`src/rtl/psr_regs.vh`:
```
// Constants for the scan reconfiguration controller
`ifndef PSR_REGS_VH
`define PSR_REGS_VH
`define PSR_CHAIN_LEN     144
`define PSR_CNT_W         8
`define PSR_DIV_HALF      8'h02
`define PSR_DONE_TIMEOUT  16'hffff
`define PSR_RST_CYCLES    8'h04
`define PSR_LAST_BIT      8'h8f
`define PSR_ADDR_W        8
`define PSR_DATA_W        9
`define PSR_ST_IDLE       3'h0
`define PSR_ST_SHIFT      3'h1
`define PSR_ST_UPDATE     3'h2
`define PSR_ST_WAITDONE   3'h3
`define PSR_ST_RESET      3'h4
`define PSR_ST_CACHEOP    3'h5
`endif

```
`src/rtl/psr_sync.v`:
```
// Two-flop synchroniser for a single level from another domain
module psr_sync (
    input  wire sys_clk,
    input  wire reset,
    input  wire async_in,
    output reg  sync_out
);
    reg stage1;

    always @(posedge sys_clk) begin
        if (reset) begin
            stage1   <= 1'b0;
            sync_out <= 1'b0;
        end else begin
            stage1   <= async_in;
            sync_out <= stage1;
        end
    end
endmodule

```
`src/rtl/psr_ctrl.v`:
```
// Scan-chain PLL reconfiguration controller with settings cache
`include "psr_regs.vh"

module psr_ctrl (
    input  wire        sys_clk,
    input  wire        reset,
    input  wire        reload_req,
    input  wire        reset_req,
    input  wire        cache_write,
    input  wire        cache_read,
    input  wire [7:0]  cache_addr,
    input  wire [8:0]  cache_wdata,
    input  wire        scan_done_in,
    input  wire        scan_readback_in,
    output reg  [8:0]  cache_rdata,
    output reg  [143:0] readback_word,
    output reg         busy,
    output reg         pll_reset,
    output reg         pll_config_update,
    output reg         pll_scan_clk,
    output reg         pll_scan_clk_en,
    output reg         pll_scan_data
);
    reg [143:0] cache;
    reg [2:0]   state;
    reg [7:0]   bit_idx;
    reg [7:0]   div_cnt;
    reg [7:0]   rst_cnt;
    reg [15:0]  wait_cnt;
    reg         scan_done_meta;
    wire        scan_done_s;
    wire        readback_s;
    wire        scan_rise;
    wire        scan_fall;
    wire        done_rise;
    wire        shift_step;

    // Controller states
    localparam [2:0] ST_IDLE     = `PSR_ST_IDLE;
    localparam [2:0] ST_SHIFT    = `PSR_ST_SHIFT;
    localparam [2:0] ST_UPDATE   = `PSR_ST_UPDATE;
    localparam [2:0] ST_WAITDONE = `PSR_ST_WAITDONE;
    localparam [2:0] ST_RESET    = `PSR_ST_RESET;
    localparam [2:0] ST_CACHEOP  = `PSR_ST_CACHEOP;

    // Last count of a scan clock half period
    function div_last;
        input [7:0] c;
        begin
            div_last = (c == `PSR_DIV_HALF - 8'h01);
        end
    endfunction

    // Eight-bit counter step shared by the divider, chain index and reset timer
    function [7:0] inc8;
        input [7:0] v;
        begin
            inc8 = v + 8'h01;
        end
    endfunction

    // Clamp a bit index into the chain so a stray address cannot run off the end
    function [7:0] bit_pos;
        input [7:0] a;
        begin
            if (a > `PSR_LAST_BIT)
                bit_pos = `PSR_LAST_BIT;
            else
                bit_pos = a;
        end
    endfunction

    psr_sync u_done (
        .sys_clk  (sys_clk),
        .reset    (reset),
        .async_in (scan_done_in),
        .sync_out (scan_done_s)
    );

    psr_sync u_rdbk (
        .sys_clk  (sys_clk),
        .reset    (reset),
        .async_in (scan_readback_in),
        .sync_out (readback_s)
    );

    assign scan_rise  = div_last(div_cnt) && !pll_scan_clk;
    assign scan_fall  = div_last(div_cnt) && pll_scan_clk;
    assign shift_step = (state == ST_SHIFT) && scan_rise && pll_scan_clk_en;
    // Edge of the synchronised flag; the first stage is never read here
    assign done_rise  = scan_done_s && !scan_done_meta;

    // Scan clock is a free-running divider; the enable gates its effect in the PLL,
    // so the divider never has to restart in phase with a request
    always @(posedge sys_clk) begin
        if (reset) begin
            div_cnt      <= 8'h00;
            pll_scan_clk <= 1'b0;
        end else if (div_last(div_cnt)) begin
            div_cnt      <= 8'h00;
            pll_scan_clk <= !pll_scan_clk;
        end else begin
            div_cnt <= inc8(div_cnt);
        end
    end

    // Previous synchronised level for edge detection
    always @(posedge sys_clk) begin
        if (reset)
            scan_done_meta <= 1'b0;
        else
            scan_done_meta <= scan_done_s;
    end

    // Capture runs on the same scan edges as the shift, so the word ends up
    // holding the chain as it stood before this reload
    always @(posedge sys_clk) begin
        if (reset)
            readback_word <= {`PSR_CHAIN_LEN{1'b0}};
        else if (shift_step)
            readback_word <= {readback_s, readback_word[`PSR_CHAIN_LEN-1:1]};
    end

    always @(posedge sys_clk) begin
        if (reset) begin
            cache             <= {`PSR_CHAIN_LEN{1'b0}};
            cache_rdata       <= 9'h000;
            state             <= ST_IDLE;
            bit_idx           <= 8'h00;
            rst_cnt           <= 8'h00;
            wait_cnt          <= 16'h0000;
            busy              <= 1'b0;
            pll_reset         <= 1'b0;
            pll_config_update <= 1'b0;
            pll_scan_clk_en   <= 1'b0;
            pll_scan_data     <= 1'b0;
        end else begin
            pll_config_update <= 1'b0;
            case (state)
                ST_IDLE: begin
                    // A level request resets the PLL at once, even while idle
                    pll_reset <= reset_req;
                    busy      <= 1'b0;
                    if (reload_req) begin
                        busy     <= 1'b1;
                        bit_idx  <= 8'h00;
                        state    <= `PSR_ST_SHIFT;
                    end else if (cache_write || cache_read) begin
                        busy  <= 1'b1;
                        state <= `PSR_ST_CACHEOP;
                        if (cache_write)
                            cache[bit_pos(cache_addr)] <= cache_wdata[0];
                        cache_rdata <= {8'h00, cache[bit_pos(cache_addr)]};
                    end
                end
                // One busy cycle is enough: the cache is plain flip-flops
                ST_CACHEOP: begin
                    busy  <= 1'b0;
                    state <= `PSR_ST_IDLE;
                end
                ST_SHIFT: begin
                    pll_reset <= reset_req;
                    busy      <= 1'b1;
                    // Data changes on the falling edge so the PLL samples it stable
                    if (scan_fall) begin
                        pll_scan_clk_en <= 1'b1;
                        pll_scan_data   <= cache[bit_idx];
                    end
                    if (shift_step) begin
                        if (bit_idx == `PSR_LAST_BIT) begin
                            state <= ST_UPDATE;
                        end else begin
                            bit_idx <= inc8(bit_idx);
                        end
                    end
                end
                ST_UPDATE: begin
                    if (scan_fall) begin
                        pll_scan_clk_en   <= 1'b0;
                        pll_config_update <= 1'b1;
                        wait_cnt          <= 16'h0000;
                        state             <= `PSR_ST_WAITDONE;
                    end
                end
                ST_WAITDONE: begin
                    wait_cnt <= wait_cnt + 16'h0001;
                    // Timeout guards against a PLL that never reports completion
                    if (done_rise || wait_cnt == `PSR_DONE_TIMEOUT) begin
                        pll_reset <= 1'b1;
                        rst_cnt   <= 8'h00;
                        state     <= `PSR_ST_RESET;
                    end
                end
                ST_RESET: begin
                    rst_cnt <= inc8(rst_cnt);
                    if (rst_cnt == `PSR_RST_CYCLES - 8'h01) begin
                        // A held request keeps the PLL in reset past the pulse
                        pll_reset <= reset_req;
                        // Busy drops with the state, so idle never sees busy high
                        busy      <= 1'b0;
                        state     <= ST_IDLE;
                    end
                end
                default: begin
                    state <= `PSR_ST_IDLE;
                end
            endcase
        end
    end
endmodule

```
`config.mk`:
```
export PLATFORM = sky130hd
export DESIGN_NAME = psr_ctrl
export DESIGN_NICKNAME = d
export VERILOG_FILES = /design/src/rtl/psr_sync.v /design/src/rtl/psr_ctrl.v
export VERILOG_INCLUDE_DIRS = /design/src /design/src/rtl
export SDC_FILE = /design/constraint.sdc
export NUM_CORES = 1
export LEC_CHECK = 0
export BUFFER_PORTS_ARGS = -buffer_cell sky130_fd_sc_hd__buf_2
export CAP_MARGIN = 20
export CORE_UTILIZATION = 53
export CTS_CLUSTER_SIZE = 20
export DETAILED_ROUTE_END_ITERATION = 12
export GPL_TIMING_DRIVEN = 0
export PLACE_DENSITY_LB_ADDON = 0.08
export SYNTH_ARGS = -nofsm -noshare
export SYNTH_HDL_FRONTEND = slang
export SYNTH_HIERARCHICAL = 1
export SYNTH_SLANG_ARGS = --single-unit
```
`constraint.sdc`:
```
create_clock -name sys_clk -period 2.5 [get_ports sys_clk]
set_clock_uncertainty 0.1 [all_clocks]
set_input_delay 0.5 -clock sys_clk [delete_from_list [all_inputs] [get_ports sys_clk]]
set_output_delay 0.5 -clock sys_clk [all_outputs]
set_load 0.02 [all_outputs]
```
## Word-level counts from Yosys, hierarchy flattened

Cells that the tools add are included.

| word-level totals | value |
|---|---|
| input bits | 25 |
| register bits after elaboration | 343 |

| operators by class | value |
|---|---|
| $lt $le $gt $ge | 5 |
| muxes and demuxes | 44 |
| reductions and logical operators | 30 |
| $add $sub $neg | 4 |
| eq/ne operators | 18 |
| bitwise gates (word level) | 2 |

Operators by type and width:

| operator | number |
|---|---|
| bitwise mux 144 bit | 1 |
| two-way mux 8 bit | 14 |
| one-hot mux 16 bit (2 select lines) | 1 |
| one-hot mux 8 bit (2 select lines) | 2 |
| < comparator 8 x 9 -> 1 bit, second input constant | 3 |
| adder 8 x 1 -> 8 bit, second input constant | 3 |
| two-way mux 3 bit | 7 |
| adder 16 x 1 -> 16 bit, second input constant | 1 |
| binary-select mux 1 bit (select 8 bit) | 2 |
| equality test 16 bit, second input constant | 1 |
| two-way mux 16 bit | 1 |
| one-hot mux 3 bit (5 select lines) | 1 |
| != test 2 bit, second input constant | 7 |
| two-way mux 1 bit | 11 |
| AND reduction 3 bit | 3 |
| demux 1 bit (select 8 bit) | 1 |
| equality test 8 x 1 -> 1 bit, second input constant | 1 |
| equality test 8 x 2 -> 1 bit, second input constant | 1 |
| equality test 8 bit, second input constant | 1 |
| >= comparator 8 x 1 -> 1 bit, second input constant | 1 |
| > comparator 8 bit, second input constant | 1 |
| AND reduction 2 bit | 4 |
| AND reduction 4 bit | 2 |
| nonzero test 2 bit | 4 |
| other kinds (17) | 29 |

## Longest topological paths before layout

| logic depth | value |
|---|---|
| depth after elaboration | 12 |
| gate-level depth with buffers | 10 |
| depth with buffers taken out | 9 |

## Cells and area by module

Netlist, hierarchy kept.

Modules (own cells, without submodules):

| module | sequential area each (µm²) | area an instance (µm²) | cells each | times used |
|---|---|---|---|---|
| psr_ctrl | 6786.5 | 15613.7 | 1924 | 1 |
| psr_sync | 40.0 | 52.6 | 4 | 2 |

## Worst setup path after synthesis

No wires, ideal clock.

| timing path | value |
|---|---|
| path type | flip-flop to flip-flop |
| start | register bit_idx[3] |
| end | register pll_scan_data |
| buffers on the path | 2 |
| clock period less this slack | 2403 ps |
| slack | 97 ps |
| library setup time | 131 ps |
| data arrival time | 2172 ps |
| cell stages (with the launch flop) | 10 |
| path through | dfxtp_1 clkbuf_1 clkbuf_1 mux4_1 mux2i_1 mux2i_1 mux4_2 a2bb2oi_1 a211oi_1 nor3_1 |

| between the ends | value |
|---|---|
| cells in the longest elaborated chain, start to end | 2 |

Ends and longest elaborated chain:

| item | RTL line | RTL |
|---|---|---|
| start, declared | psr_ctrl.v:26 | `reg [7:0] bit_idx;` |
| start signal, assigned | psr_ctrl.v:173 | `bit_idx <= inc8(bit_idx);` |
| binary-select mux 1 bit (select 8 bit) | psr_ctrl.v:167 | `pll_scan_data <= cache[bit_idx];` |
| two-way mux 1 bit (implied by the code) | psr_ctrl.v:167 |  |
| end signal, assigned | psr_ctrl.v:167 |  |
| end, declared | psr_ctrl.v:22 | `output reg pll_scan_data` |

No other way between the ends. The select of a mux whose other input is x is not followed.
A chain may end at the register's enable or synchronous reset.

## Worst setup path after layout

| timing path | value |
|---|---|
| start | input cache_addr[2] |
| end | register cache_rdata[0] |

| between the ends | value |
|---|---|
| cells in the longest elaborated chain, start to end | 8 |

Ends and longest elaborated chain:

| item | RTL line | RTL |
|---|---|---|
| start, declared | psr_ctrl.v:11 | `input wire [7:0] cache_addr,` |
| > comparator 8 bit (no line) | n/a |  |
| two-way mux 8 bit * | psr_ctrl.v:66 | `` if (a > `PSR_LAST_BIT) `` |
| two-way mux 8 bit * | psr_ctrl.v:148 | `end else if (cache_write \|\| cache_read) begin` |
| two-way mux 8 bit * | psr_ctrl.v:144 | `if (reload_req) begin` |
| two-way mux 8 bit * | psr_ctrl.v:139 | `case (state)` |
| two-way mux 8 bit * | psr_ctrl.v:125 | `if (reset) begin` |
| binary-select mux 1 bit (select 8 bit) * | psr_ctrl.v:153 | `cache_rdata <= {8'h00, cache[bit_pos(cache_addr)]};` |
| two-way mux 1 bit (implied by the code) * | psr_ctrl.v:153 |  |
| end signal, assigned | psr_ctrl.v:153 |  |
| end, declared | psr_ctrl.v:15 | `output reg [8:0] cache_rdata,` |

Every way passes the cells marked *; elsewhere a longest branch is shown, timed or not. The select of a mux whose other input is x is not followed.

==> summary.txt <==
Timing
  • Final setup margin: -0.181 ns
  • Final setup vio count: 7
  • Final min period: about 2.7 ns
  • Measured slew at the worst slew-check pin: around 0.90 ns
  • Fin crit share: 1.07
  • Total Neg Setup Slack: -0.375 ns
  • Max Slew Vio Count: 0
  • Relative slew slack: 0.393
  • RSZ-0062 raised after global routing: yes
  • Final hold violations: 0
  • Fmax: about 0.37 GHz

Critical path
  • Reg2Reg Setup Slack: -0.14 ns
  • Crit path to: cache_rdata[0]
  • Worst EP required: roughly 2.9 ns
  • FF-to-FF End: pll_scan_data
  • Crit-path max FO: 10
  • CP startpoint: cache_addr[2]
  • Reg2reg path depth: 8
  • CP endpoint kind: flip-flop
  • Setup crit start kind: input pin
  • CP Class: input pin to flip-flop
  • Crit path arrival time: 3.04 ns
  • Reg2reg start: bit_idx[3]

Synth
  • Primary FF master, synth: dfxtp_1
  • EDFF count, synth: 0
  • Syn avg cell area: approximately 8.1 µm²
  • Register bit total from synthesis: approximately 340
  • Synth Warn #: 6
  • Fraction of registers with async set/reset: 0
  • Netlist cell types: 66
  • Netlist Area Pre-Place: 0.0157 mm²
  • Post-synthesis cell count: about 1900
  • Post-synthesis sequential area ratio: 0.437

CTS
  • # hold bufs at CTS: 0
  • Total CTS buffers: 37
  • CTS tree: done
  • Clk buf depth: 3
  • Clock Sink Count: between 300 and 400
  • H-tree Lvls: 2
  • CTS root buffer: clkbuf_16
  • Worst-path clk slew: roughly 0.070 ns
  • Skew-Pair Late Insertion Delay: 0.55 ns

Floorplan
  • IO Pins: ~180
  • Initial core utilization: 0.543
  • Die height: between 150 and 200 µm
  • Total core area: roughly 0.029 mm²
  • Die Width: about 170 µm
  • Row Count: 62
  • Die footprint: ~0.03 mm²

Power and ir drop
  • LEAKAGE: about 6.8 nW
  • Peak VDD IR: between 0.5 and 0.6 mV
  • PwrDens: between 600 and 700 mW/mm²

Route
  • Total number of vias: about 16000
  • Drt drc: 0
  • First-pass DRT Iterations: 9
  • Routed WL: approximately 58 mm
  • Avg WL per Cell: 22.3 µm
  • Antenna-violating nets left: 0
  • Mean number of vias per cell: around 6.3
  • 1st-iter DRT viols: around 2400

Place
  • Buffers on Ports: between 150 and 200
  • Placed wire-length estimate: between 30 and 40 mm
  • Gpl congestion: 1.04
  • Placed cells: between 2000 and 2500

Global routing
  • Largest net degree at the start of global routing: 14
  • All-layer global routing usage: 0.362
  • Total congestion overflow: 0
  • Initial antenna violation count: 3
  • Vias in the first global route: 14500
  • First-pass GRT wire length: 84.8 mm

Final layout
  • Nets: roughly 2200
  • Layout cells sized above 1: 0.191
  • Area Growth Syn to Fin: 20.2%
  • # fillers: about 2600
  • Filler-free cell count of the finished design: between 2000 and 3000

Hold path
  • Hold WC Path Type: input pin to flip-flop

Run status
  • Failing checks: negative setup slack
  • Status: finished, violations left

Job
  • Max_cap viols: 0
[metal layers]
metal,global-route usage,vias up,part of all wire
met5,0,-,0.00021
met4,0.204,2,0.066
met3,0.107,312,0.14
met2,0.537,1105,0.42
met1,0.470,7516,0.38
li1,-,7302,-
[cell type report]
| class | count | area (µm²) | share of cell area |
|---|---|---|---|
| sequential | 343 | 6870 | 0.364 |
| clock inverter | 11 | 92.6 | 0.00490 |
| clock buffer | 50 | 1020 | 0.0542 |
| timing repair buffer | 201 | 1170 | 0.0622 |
| antenna | 1 | 2.50 | 0.000132 |
| tap | 384 | 480 | 0.0254 |
| buffer | 158 | 759 | 0.0402 |
| inverter | 10 | 37.5 | 0.00199 |
| multi-input combinational | 1426 | 8450 | 0.447 |
[worst min-delay path by stage]
stage	endpoint	depth (start not counted)	startpoint	slack (ns)
after floorplan	u_done/sync_out	1	u_done/stage1	0.31
after global placement	u_rdbk/sync_out	1	u_rdbk/stage1	0.32
after detailed placement	readback_word[143]	2	u_rdbk/sync_out	0.33
after CTS	u_done/stage1	2	scan_done_in	0.10
after global routing	u_rdbk/stage1	2	scan_readback_in	0.12
final	u_done/stage1	2	scan_done_in	0.1
[state kept, by name, summed over array words and instances (netlist names)]
signal             count
pll_config_update      1
u_rdbk/sync_out        1
state                  3
u_rdbk/stage1          1
div_cnt                8
pll_reset              1
bit_idx                8
busy                   1
wait_cnt              16
rst_cnt                8
pll_scan_data          1
cache                144
cache_rdata            1
readback_word        144
pll_scan_clk           1
u_done/sync_out        1
pll_scan_clk_en        1
scan_done_meta         1
u_done/stage1          1
[critical path, cell delays in order]
cell and delay, ns:
buf_2 0.13, clkbuf_1 0.42, nand2_1 0.26, o21ai_1 0.72
a221oi_1 0.23, nand3_1 0.16, o21ai_0 0.12, o22a_1 0.27
a311oi_1 0.22
[layout by cell type (no fill, tap or decap), drive strengths merged, types with 10 or more instances in the layout]
cell,Yosys,routed
a21oi,310,310
a22oi,21,21
a31oi,10,10
and2,11,11
and3,10,10
buf,42,238
clkbuf,118,171
dfxtp,343,343
inv,9,11
mux2i,52,52
mux4,42,42
nand2,374,374
nand2b,15,15
nand3,148,148
nor2,106,106
nor2b,13,13
nor3,20,20
o21ai,157,157
or3,10,10
[logic make-up (layout without fill, tap and decap cells)]
group / Yosys count / in the layout / share of synthesized area
AOI/OAI and AO/OA: 558 / 558 / 0.196
xor gates and xnor gates: 14 / 14 / 0.00780
adders and majority gates: 5 / 5 / 0.00398
buffers and inverters: 170 / 430 / 0.0459
DFF: 343 / 343 / 0.437
muxes: 101 / 101 / 0.101
other: 1 / 9 / 0.000239
and+or+nand+nor: 740 / 740 / 0.209
[cell usage after synthesis (9+ instances only)]
library cell | number | area share
a31oi_1 | 10 | 0.0040
nand2b_1 | 15 | 0.0060
nand2_1 | 374 | 0.089
and3_1 | 10 | 0.0040
o21ai_0 | 157 | 0.050
dfxtp_1 | 343 | 0.44
mux4_2 | 31 | 0.044
nor2b_1 | 13 | 0.0052
buf_2 | 25 | 0.0080
nor3_1 | 19 | 0.0060
a22o_1 | 9 | 0.0050
inv_1 | 9 | 0.0021
nor2_1 | 99 | 0.024
a21oi_1 | 309 | 0.098
clkbuf_1 | 118 | 0.028
mux2i_1 | 52 | 0.033
nand3_1 | 148 | 0.047
or3_1 | 10 | 0.0040
buf_4 | 10 | 0.0048
a22oi_1 | 20 | 0.0096
mux4_1 | 11 | 0.018
and2_1 | 10 | 0.0040
[through the flow]
stage | hold WS, ns | util | area [µm²] | worst slack [ns] | total power [mW]
2_1_floorplan | 0.314 | - | 15700 | 0.0968 | 6.76
3_3_place_gp | 0.320 | 0.588 | 17000 | -1.17 | 7.19
3_5_place_dp | 0.333 | 0.592 | 17100 | -0.905 | 7.22
4_1_cts | 0.102 | 0.641 | 18600 | -0.124 | 12.4
5_1_grt | 0.115 | 0.653 | 18900 | -0.206 | 12.9
6_report | 0.0960 | 0.653 | 18900 | -0.181 | 12.6
[where the power goes]
| part | switching [mW] | internal [mW] | total (mW) | leakage [nW] |
|---|---|---|---|---|
| clock | 2.27 | 2.97 | 5.24 | 0.548 |
| sequential | 0.0714 | 5.54 | 5.61 | 2.77 |
| combinational | 1.16 | 0.559 | 1.72 | 3.51 |
[what timing repair did]
item | in CTS | in global routing
endpoints found under the setup margin | 283 | 215
setup buffers | 8 | 21
resized for setup | 70 | 70
pin swaps | 6 | 9
Power figures use the tool's default switching activity.
